File: src/core/rdas_pkg.sv
package rdas_pkg;

  // ***************************************************************
  // Register indices on the plain register port.
  // ***************************************************************
  localparam int ADDR_W = 4;
  localparam logic [ADDR_W-1:0] REG_OPTIONS = 4'h0;
  localparam logic [ADDR_W-1:0] REG_SRC_ADDR = 4'h1;
  localparam logic [ADDR_W-1:0] REG_COUNTS = 4'h2;
  localparam logic [ADDR_W-1:0] REG_DST_ADDR = 4'h3;
  localparam logic [ADDR_W-1:0] REG_ARRAY_INDEX = 4'h4;
  localparam logic [ADDR_W-1:0] REG_BYTE_RELOAD = 4'h5;
  localparam logic [ADDR_W-1:0] REG_ARRAY_REF = 4'h6;
  localparam logic [ADDR_W-1:0] REG_READ_SPACING = 4'h7;

  // ***************************************************************
  // Option field positions and masks.
  // ***************************************************************
  localparam int OPT_CHAIN_BIT = 22;
  localparam int OPT_IRQ_BIT = 20;
  localparam int OPT_CODE_LSB = 12;
  localparam int OPT_FIFO_WIDTH_SELECT_LSB = 8;
  localparam int OPT_PRI_LSB = 4;
  localparam int OPT_DAM_BIT = 1;
  localparam int OPT_SAM_BIT = 0;
  // Writable option bits; reserved bits always read zero.
  localparam logic [31:0] OPT_RW_MASK = 32'h0053_f773;

  // ***************************************************************
  // Spacing codes and reset values.
  // ***************************************************************
  localparam logic [2:0] SPACING_MAX_CODE = 3'h4;
  localparam logic [2:0] FIFO_WIDTH_SELECT_MAX_CODE = 3'h5;
  localparam logic [5:0] SPACING_BASE = 6'h02;
  localparam logic [31:0] ZERO_WORD = 32'h0000_0000;
  localparam logic [15:0] ZERO_HALF = 16'h0000;
  localparam logic [15:0] ONE_HALF = 16'h0001;

  // Submitted transfer request.
  typedef struct packed {
    logic [31:0] options;
    logic [31:0] src_addr;
    logic [15:0] array_count;
    logic [15:0] byte_count;
    logic [15:0] src_offset;
  } rdas_req_s;

  // Read command toward the endpoints.
  typedef struct packed {
    logic [31:0] addr;
    logic [15:0] bytes;
    logic [2:0] priority_lvl;
  } rdas_cmd_s;

  // Completion report toward the channel controller.
  typedef struct packed {
    logic [5:0] code;
    logic chain_en;
    logic irq_en;
  } rdas_done_s;

  typedef enum logic [1:0] {RDAS_IDLE, RDAS_WAIT, RDAS_ISSUE} rdas_state_e;

endpackage : rdas_pkg

File: src/core/rdas_top.sv
`timescale 1ns/1ps
module rdas_top import rdas_pkg::*; #(
  parameter int BURST_BYTES = 16
) (
  // Clock and reset.
  input wire logic clk,
  input wire logic rst_n,
  // Register port.
  input wire logic [ADDR_W-1:0] reg_addr,
  input wire logic [31:0] reg_wdata,
  input wire logic reg_write,
  input wire logic reg_read,
  output logic [31:0] reg_rdata,
  // Transfer request from the channel controller.
  input wire logic req_valid,
  input wire rdas_req_s req,
  output logic req_ready,
  // Read commands toward the endpoints.
  output logic cmd_valid,
  output rdas_cmd_s cmd,
  input wire logic cmd_ready,
  // Completion toward the channel controller.
  output logic done_valid,
  output rdas_done_s done
);

  // ***************************************************************
  // Active state.
  // ***************************************************************
  localparam logic [15:0] BURST = 16'(BURST_BYTES);
  rdas_state_e state_q;
  logic [31:0] opt_q;
  logic [31:0] src_q;
  logic [31:0] ref_q;
  logic [15:0] first_dim_byte_count_q;
  logic [15:0] array_count_q;
  logic [15:0] reload_q;
  logic [15:0] sidx_q;
  logic [2:0] spacing_q;
  logic [5:0] gap_q;
  logic [15:0] chunk;
  logic [31:0] fifo_bytes;
  logic [31:0] const_step;
  logic issue;
  logic last_chunk;
  logic last_array;
  // Top of the spacing counter; it only has to exceed the longest gap.
  localparam logic [5:0] SINCE_MAX = 6'h3f;
  logic [5:0] since_q;
  logic [5:0] gap_need;
  logic space_ok;
  logic take_req;
  logic empty_req;
  logic [31:0] next_ref;

  // Command size is the burst or the remainder of the array.
  assign chunk = (first_dim_byte_count_q < BURST) ? first_dim_byte_count_q : BURST;
  assign issue = (state_q == RDAS_ISSUE) && cmd_ready && cmd_valid;
  assign last_chunk = (first_dim_byte_count_q == chunk);
  assign last_array = (array_count_q <= ONE_HALF);
  // Constant mode wraps within the FIFO width, in bytes.
  assign fifo_bytes = ZERO_WORD + (32'h1 << opt_q[OPT_FIFO_WIDTH_SELECT_LSB +: 3]);

  // A request is taken only while idle, on the edge where both sides agree.
  assign take_req = (state_q == RDAS_IDLE) && req_valid && req_ready;
  // A request with no arrays or no bytes has nothing to read.
  assign empty_req = (req.array_count == ZERO_HALF) || (req.byte_count == ZERO_HALF);
  // Start of the next array; the offset is signed, so arrays may step back.
  assign next_ref = ref_q + {{16{sidx_q[15]}}, sidx_q};
  // Code n spaces accepted commands 2^(n+1) cycles apart. The two cycles of
  // the handshake itself are taken off, so code 0 gives back-to-back offers.
  assign gap_need = (SPACING_BASE << spacing_q) - SPACING_BASE;
  // Spacing is met once enough cycles have passed since the last command.
  assign space_ok = (since_q >= gap_need);

  // Offset of the next command within a constant-mode FIFO window.
  always_comb begin
    const_step = src_q - ref_q + 32'(chunk);
    if (const_step >= fifo_bytes) begin
      const_step = ZERO_WORD;
    end
  end

  // ***************************************************************
  // Sequencer.
  // ***************************************************************
  // Spacing: code n gives 2^(n+1) cycles, code 0 back to back.
  always_ff @(posedge clk) begin
    if (!rst_n) begin
      state_q <= RDAS_IDLE;
      gap_q <= 6'h00;
    end else begin
      case (state_q)
        RDAS_IDLE: begin
          if (req_valid && req_ready) begin
            state_q <= (req.array_count == ZERO_HALF || req.byte_count == ZERO_HALF)
                       ? RDAS_IDLE : RDAS_ISSUE;
          end
        end
        RDAS_WAIT: begin
          if (gap_q <= 6'h01) begin
            state_q <= RDAS_ISSUE;
          end
          gap_q <= gap_q - 6'h01;
        end
        RDAS_ISSUE: begin
          if (issue) begin
            if (last_chunk && last_array) begin
              state_q <= RDAS_IDLE;
            end else if (spacing_q != 3'h0) begin
              state_q <= RDAS_WAIT;
              gap_q <= gap_need;
            end
          end
        end
        default: state_q <= RDAS_IDLE;
      endcase
    end
  end

  // ***************************************************************
  // Active fields, one process for each, except the two remaining counts, which share one.
  // ***************************************************************
  // Options: loaded with reserved bits cleared, unchanged while reading.
  always_ff @(posedge clk) begin
    if (!rst_n) begin
      opt_q <= ZERO_WORD;
    end else if (take_req) begin
      opt_q <= req.options & OPT_RW_MASK;
    end
  end

  // Source offset between arrays: loaded once, only read afterwards.
  always_ff @(posedge clk) begin
    if (!rst_n) begin
      sidx_q <= ZERO_HALF;
    end else if (take_req) begin
      sidx_q <= req.src_offset;
    end
  end

  // Byte count reload: the programmed array length, kept for every array.
  always_ff @(posedge clk) begin
    if (!rst_n) begin
      reload_q <= ZERO_HALF;
    end else if (take_req) begin
      reload_q <= req.byte_count;
    end
  end

  // Array start: moves by the signed offset when an array other than the last is finished.
  always_ff @(posedge clk) begin
    if (!rst_n) begin
      ref_q <= ZERO_WORD;
    end else if (take_req) begin
      ref_q <= req.src_addr;
    end else if (issue && last_chunk && !last_array) begin
      ref_q <= next_ref;
    end
  end

  // Current source address: steps after every command, by mode.
  // The last command of a request leaves it where that command read, so
  // software can still see where the request ended.
  always_ff @(posedge clk) begin
    if (!rst_n) begin
      src_q <= ZERO_WORD;
    end else if (take_req) begin
      src_q <= req.src_addr;
    end else if (issue && !(last_chunk && last_array)) begin
      if (last_chunk) begin
        src_q <= next_ref;
      end else if (opt_q[OPT_SAM_BIT]) begin
        src_q <= ref_q + const_step;
      end else begin
        src_q <= src_q + 32'(chunk);
      end
    end
  end

  // Remaining counts. An empty request loads zeros, so its counts read as
  // finished at once; the last command of a request clears both as well.
  always_ff @(posedge clk) begin
    if (!rst_n) begin
      first_dim_byte_count_q <= ZERO_HALF;
      array_count_q <= ZERO_HALF;
    end else if (take_req) begin
      first_dim_byte_count_q <= empty_req ? ZERO_HALF : req.byte_count;
      array_count_q <= empty_req ? ZERO_HALF : req.array_count;
    end else if (issue) begin
      if (!last_chunk) begin
        first_dim_byte_count_q <= first_dim_byte_count_q - chunk;
      end else if (last_array) begin
        first_dim_byte_count_q <= ZERO_HALF;
        array_count_q <= ZERO_HALF;
      end else begin
        first_dim_byte_count_q <= reload_q;
        array_count_q <= array_count_q - ONE_HALF;
      end
    end
  end

  // Cycles since the last accepted command, held at its top value. The
  // spacing is global, so this also paces the first command of the next
  // request; the wait state alone only covers commands inside a request.
  always_ff @(posedge clk) begin
    if (!rst_n) begin
      since_q <= SINCE_MAX;
    end else if (issue) begin
      since_q <= 6'h00;
    end else if (since_q != SINCE_MAX) begin
      since_q <= since_q + 6'h01;
    end
  end

  // Global read spacing is software-writable at its own index.
  always_ff @(posedge clk) begin
    if (!rst_n) begin
      spacing_q <= 3'h0;
    end else if (reg_write && reg_addr == REG_READ_SPACING) begin
      spacing_q <= (reg_wdata[2:0] > SPACING_MAX_CODE) ? spacing_q : reg_wdata[2:0];
    end
  end

  // ***************************************************************
  // Outputs, all registered.
  // ***************************************************************
  // Request handshake: ready while idle, dropped for the cycle after a take.
  always_ff @(posedge clk) begin
    if (!rst_n) begin
      req_ready <= 1'b0;
    end else begin
      req_ready <= (state_q == RDAS_IDLE) && !take_req;
    end
  end

  // Command: offered once the spacing has run out, then held until taken.
  // An offer already standing is kept even if software raises the spacing,
  // so a command is never withdrawn before the endpoint takes it.
  always_ff @(posedge clk) begin
    if (!rst_n) begin
      cmd_valid <= 1'b0;
      cmd <= '0;
    end else begin
      cmd_valid <= (state_q == RDAS_ISSUE) && !issue && (space_ok || cmd_valid);
      cmd.addr <= src_q;
      cmd.bytes <= chunk;
      cmd.priority_lvl <= opt_q[OPT_PRI_LSB +: 3];
    end
  end

  // Completion: one pulse after the last command, carrying the option bits
  // that tell the channel controller which flag to set.
  always_ff @(posedge clk) begin
    if (!rst_n) begin
      done_valid <= 1'b0;
      done <= '0;
    end else begin
      done_valid <= issue && last_chunk && last_array;
      done.code <= opt_q[OPT_CODE_LSB +: 6];
      done.chain_en <= opt_q[OPT_CHAIN_BIT];
      done.irq_en <= opt_q[OPT_IRQ_BIT];
    end
  end

  // ***************************************************************
  // Register read port; data stand one cycle after the strobe.
  // ***************************************************************
  always_ff @(posedge clk) begin
    if (!rst_n) begin
      reg_rdata <= ZERO_WORD;
    end else if (reg_read) begin
      case (reg_addr)
        REG_OPTIONS: reg_rdata <= opt_q & OPT_RW_MASK;
        REG_SRC_ADDR: reg_rdata <= src_q;
        REG_COUNTS: reg_rdata <= {array_count_q, first_dim_byte_count_q};
        REG_DST_ADDR: reg_rdata <= ZERO_WORD;
        REG_ARRAY_INDEX: reg_rdata <= {ZERO_HALF, sidx_q};
        REG_BYTE_RELOAD: reg_rdata <= {ZERO_HALF, reload_q};
        REG_ARRAY_REF: reg_rdata <= ref_q;
        REG_READ_SPACING: reg_rdata <= {29'h0, spacing_q};
        default: reg_rdata <= ZERO_WORD;
      endcase
    end else begin
      reg_rdata <= ZERO_WORD;
    end
  end

endmodule : rdas_top

File: config.mk
export PLATFORM = sky130hd
export DESIGN_NAME = rdas_top
export DESIGN_NICKNAME = d
export VERILOG_FILES = /design/src/core/rdas_pkg.sv /design/src/core/rdas_top.sv
export SDC_FILE = /design/constraint.sdc
export NUM_CORES = 1
export LEC_CHECK = 0
export ABC_AREA = 0
export BUFFER_PORTS_ARGS = -buffer_cell sky130_fd_sc_hd__buf_2
export CORE_MARGIN = 1.5
export CORE_UTILIZATION = 59
export DETAILED_ROUTE_END_ITERATION = 10
export HOLD_SLACK_MARGIN = 0.05
export PLACE_DENSITY = 0.86
export SETUP_SLACK_MARGIN = 0.02
export SLEW_MARGIN = 20
export SYNTH_ARGS = -nofsm -noshare
export SYNTH_HDL_FRONTEND = slang
export SYNTH_SLANG_ARGS = --single-unit
export TNS_END_PERCENT = 10
File: constraint.sdc
create_clock -name clk -period 8.1 [get_ports clk]
set_clock_uncertainty 0.2 [all_clocks]
set_input_delay 0.81 -clock clk [delete_from_list [all_inputs] [get_ports clk]]
set_output_delay 0.81 -clock clk [all_outputs]
set_load 0.03 [all_outputs]
* Word level (Yosys, flattened, before mapping) *
Cells that the tools add are included.

storage, ports and cells
  logic and storage cells = 124
  register bits = 255
  output and inout bits = 94

operators by class
  add/sub/neg operators = 10
  multiplexer cells = 32
  shifts and indexed selects = 2
  bitwise operators = 1
  reduce and logical (&&, ||, !) cells = 36
  $lt $le $gt $ge = 6
  eq/ne operators = 16

operators by type and width
  kind                                                                               count
  32-bit 2-to-1 mux                                                                  7
  32-bit case mux with 7 select lines                                                1
  16-bit 2-to-1 mux                                                                  11
  32-bit by 16-bit adder with 32-bit output                                          2
  32-bit adder                                                                       2
  32-bit >= comparator                                                               1
  16-bit zero test                                                                   2
  1-bit by 3-bit << shifter with 32-bit output, first input constant                 1
  32-bit subtractor                                                                  1
  6-bit 2-to-1 mux                                                                   5
  16-bit equality test                                                               1
  4-bit by 3-bit equality test with 1-bit output, second input constant              4
  16-bit by 1-bit less-or-equal comparator with 1-bit output, second input constant  1
  16-bit by 5-bit < comparator with 1-bit output, second input constant              1
  16-bit by 1-bit subtractor with 16-bit output, second input constant               1
  16-bit subtractor                                                                  1
  1-bit logical AND                                                                  14
  2-bit 2-to-1 mux                                                                   6
  6-bit case mux with 2 select lines                                                 1
  2-bit nonzero test                                                                 6
  2-bit inequality test, second input constant                                       5
  4-bit AND reduction                                                                2
  6-bit by 1-bit adder with 6-bit output, second input constant                      1
  6-bit >= comparator                                                                1
  19 further kinds                                                                   25

* Logic depth before layout (Yosys ltp) *
  depth in word-level cells = 10
  depth in mapped cells = 36
  mapped depth without buffers = 35

* Least setup slack after synthesis *
Ideal clock, no wire load.

  path type = flip-flop to flip-flop
  start point = register first_dim_byte_count_q[5]
  end point = register src_q[28]
  stages on the path, launching flop included = 37
  path buffers = 1
  arrival time = 6.946 ns
  setup slack = 0.862 ns
  path through = dfxtp_1 nor4_1 and4b_1 buf_2 nand2b_1 inv_1 nand2_1 fa_1 inv_1 ha_1 a211oi_2 o21bai_2 o21ba_4 o21a_1 nor2_1 xnor2_1 ha_1 a221oi_2 o211ai_1 a2111oi_0 o211ai_1 nor4_1 and4_1 nand4_4 nor3_2 ha_1 fa_1 a211oi_1 o21a_1 a21oi_1 o211ai_2 o31a_1 nand2_1 a31oi_1 xnor2_1 a21oi_1 nor4_1

between the ends
  word-level cells in the longest chain between the ends = 10
  elaborated cells on any way between the ends = 16
  those cells by class = add/sub: 3; order compare: 2; eq/ne: 1; mux: 6; reduce/logical: 4

ends and longest elaborated chain
  element                                             line             source
  from (decl)                                         rdas_top.sv:35   logic [15:0] first_dim_byte_count_q;
  from (signal assigned)                              rdas_top.sv:188  first_dim_byte_count_q <= empty_req ? ZERO_HALF : req.byte_count;
  from (signal assigned)                              rdas_top.sv:192  first_dim_byte_count_q <= first_dim_byte_count_q - chunk;
  from (signal assigned)                              rdas_top.sv:197  first_dim_byte_count_q <= reload_q;
  16-bit by 5-bit < comparator with 1-bit output (*)  rdas_top.sv:57   assign chunk = (first_dim_byte_count_q < BURST) ? first_dim_byte_count_q : BURST;
  16-bit 2-to-1 mux (*)                               rdas_top.sv:57
  net chunk[4]                                        rdas_top.sv:41   logic [15:0] chunk;
  32-bit by 16-bit adder with 32-bit output           rdas_top.sv:78   const_step = src_q - ref_q + 32'(chunk);
  32-bit >= comparator                                rdas_top.sv:79   if (const_step >= fifo_bytes) begin
  32-bit 2-to-1 mux                                   rdas_top.sv:79
  32-bit adder                                        rdas_top.sv:174  src_q <= ref_q + const_step;
  32-bit 2-to-1 mux                                   rdas_top.sv:173  end else if (opt_q[OPT_SAM_BIT]) begin
  32-bit 2-to-1 mux                                   rdas_top.sv:171  if (last_chunk) begin
  32-bit 2-to-1 mux                                   rdas_top.sv:170  end else if (issue && !(last_chunk && last_array)) begin
  32-bit 2-to-1 mux                                   rdas_top.sv:168  end else if (take_req) begin
  to (signal assigned)                                rdas_top.sv:169  src_q <= req.src_addr;
  to (signal assigned)                                rdas_top.sv:172  src_q <= next_ref;
  to (signal assigned)                                rdas_top.sv:174
  to (decl)                                           rdas_top.sv:33   logic [31:0] src_q;

Mark *: on every way through the listed nets, which the timed path passes. The rest lies on a longest branch. The select of a mux whose other input is x is not followed.
A chain may end at the register's enable or synchronous reset.

* Worst setup path in the final report *
  start point = register first_dim_byte_count_q[12]
  end point = register src_q[22]

Same word-level chain as after synthesis.

==> flow_summary_export.csv <==
group,metric,value,unit
power,worst_ir_drop_vdd,0.200,mV
floorplanning,coreArea,0.0306,sq mm
timing,drv_slew,0,
synth,syn_avg_cell_area,7.75,sq um
synth,synth-async-reset-ratio,0,%
routing,wl,65400,um
power,power,4.66,mW
synth,synth_ff_type,"dfxtp_1",
clock_network,insertion_delay,0.60,ns
place,place_inst,2952,
synth,synth-seq-cells,255,
worst_setup_path,crit_path_start_kind,"register",
timing,slew_headroom,32.0,%
synth,yosys_warnings,0,
grt,grt_pass1_wl,97200,um
grt,overflow,0,
clock_network,cts_tree,"built",
final_layout,fin_nets,2917,
place,place_hpwl,47800,um
final_layout,layout_common_cells,"nand2_1, dfxtp_1, a21oi_1",
routing,first_pass_iters,11,
timing,whs,0.252,ns
worst_setup_path,reg2reg_slack,0.24,ns
run_status,status,"finished, final reports clean",
place,globalplace.congestion,1.04,
timing,fmax,0.127,GHz
routing,post_drt_wl_per_cell,21.7,um
final_layout,diodes,0,
routing,vias,19800,
grt,grt_max_degree,63,
worst_setup_path,crit_fanout,8,
place,post_dp_cell_area,0.0200,sq mm
floorplanning,start_util,59.9,%
timing,finalHoldViolCount,0,
synth,postSynthCellCount,2364,
timing,rsz0062_at_grt,"true",
final_layout,final_common_cell,"nand2_1",
worst_setup_path,crit_type,"register to register",
final_layout,fillers,2509,
synth,synth_top_area_share,27.8,%
clock_network,cts-root-buf,"clkbuf_16",
clock_network,ctsHoldBuffers,0,
floorplanning,die_x,179,um
worst_setup_path,end_kind,"register",
routing,drc,0,
timing,setup_viol_count_final,0,
grt,grt_pass1_vias,18000,
power,power.density,218,mW/mm^2
place,dp_slack,0.100,ns
final_layout,final_area,0.0214,sq mm
floorplanning,ios,248,
timing,worstMarginPinSlew,1.02,ns
clock_network,ctsLongestPathBuffers,3,
synth,syn_area,0.0183,sq mm
floorplanning,dieArea,0.0321,sq mm
worst_setup_path,arrival,8.13,ns
final_layout,layout.cells.non_filler,3017,
power,leakagePower,9.15,nW
place,io_buffer_count,202,
worst_hold_path,hold_path_class,"input port to register",
routing,drt_iter0_markers,2547,
clock_network,cts.sink_count,255,
synth,ys_top_cells_by_area,"dfxtp_1, ha_1, a21oi_1, nand2_1, nor2_1",
routing,vias_per_cell,6.57,
clock_network,cts_made_buffers,28,
routing,postRouteAntennaNets,0,
synth,ys_seq_area_share,27.8,%
timing,tns,0,ns
worst_setup_path,slowest_delay,0.55,ns
floorplanning,rows,64,
grt,antenna_found_initial,1,
synth,synth_cell_types,107,
final_layout,final_core_util,69.9,%
worst_setup_path,cp_slowest_cell,"fa_1",
clock_network,htreeDepth,1,
synth,synth-edff-count,0,
grt,gr-usage-all-layers,38.8,%
timing,min_period,7.86,ns
clock_network,clk_pin_slew,0.07,ns
timing,fin_crit_sh,97.0,%
timing,fin_ws,0.242,ns
worst_setup_path,critPathRequiredTime,8.37,ns
synth,synth.largest_area_cell,"dfxtp_1",
job,maxCapViolCount,0,
final_layout,syn_to_final_growth,16.7,%
final_layout,drive_above_1_share,17.1,%
floorplanning,die_h,179,um
cell type report:
| class | count | area [sq um] | area share [%] |
|---|---|---|---|
| clock buffer | 36 | 801 | 3.74 |
| clock inverter | 15 | 184 | 0.860 |
| inverter | 106 | 400 | 1.87 |
| multi-input combinational | 1931 | 12800 | 59.9 |
| sequential | 255 | 5110 | 23.9 |
| tap | 396 | 495 | 2.32 |
| timing repair buffer | 278 | 1600 | 7.48 |
flip-flops by register name, indices dropped and copies added, names as in the netlist, 2 cells and up:
name / cells
reload_q: 16
spacing_q: 3
src_q: 32
gap_q: 6
done: 8
reg_rdata: 32
cmd: 51
first_dim_byte_count_q: 16
since_q: 6
opt_q: 16
state_q: 2
array_count_q: 16
sidx_q: 16
ref_q: 32
worst paths after layout:
path / from / end / depth (start not counted)
worst max-delay path: first_dim_byte_count_q[12]$_SDFFE_PN0P_ / src_q[22]$_SDFFE_PN0P_ / 37
worst min-delay path: req[102] / opt_q[22]$_SDFFE_PN0P_ / 3
worst max register to register: first_dim_byte_count_q[12]$_SDFFE_PN0P_ / src_q[22]$_SDFFE_PN0P_ / 37
worst min register to register: sidx_q[13]$_SDFFE_PN0P_ / sidx_q[13]$_SDFFE_PN0P_ / 2
cells by family after synthesis:
family / share of synthesized area (%)
other cells: 0.0410
mux: 0.621
flops: 27.8
buf+inv: 5.11
compound gates: 29.1
simple gates: 20.7
xor+xnor: 4.72
fa+ha+maj: 11.9
Yosys cell counts, drive strengths merged, types with 24 or more instances:
master,n
nand2,303
a21oi,265
dfxtp,255
nor2,198
o21ai,165
ha,144
inv,106
clkbuf,93
nor3,61
xnor2,60
a22oi,52
and2,46
a31oi,44
a21o,41
nand3,40
xor2,37
buf,34
a211oi,32
nand2b,28
o211ai,26
o21a,25
nand4,24
timing repair:
item / in CTS / in global routing
endpoints found under the setup margin: 0 / 24
setup buffers: 0 / 15
endpoints found under the hold margin: 0 / 0
resized for setup: 0 / 57
worst max-delay path: cells and delay by family (launching register included):
| kind | cells | cell delay [ns] |
|---|---|---|
| AOI/OAI and AO/OA | 15 | 3.09 |
| and+or+nand+nor | 11 | 1.90 |
| adders and majority gates | 4 | 1.28 |
| buffers and inverters | 5 | 0.72 |
| DFF | 1 | 0.32 |
| xor gates and xnor gates | 2 | 0.22 |
where the power goes:
group          internal (mW)  switching (mW)  leakage, nW
clock network          0.771           0.593        0.475
logic                  0.696            1.14         6.59
registers               1.33           0.129         2.08
total                   2.80            1.86         9.15
layer usage:
metal / GRT usage [%] / wire (um) / vias up
li1: - / - / 9009
met1: 49.2 / 24900 / 9166
met2: 60.7 / 28800 / 1307
met3: 6.98 / 6970 / 324
met4: 24.9 / 4660 / 2
met5: 0 / 19 / -
Note: power is estimated with default switching activity, not from simulation.
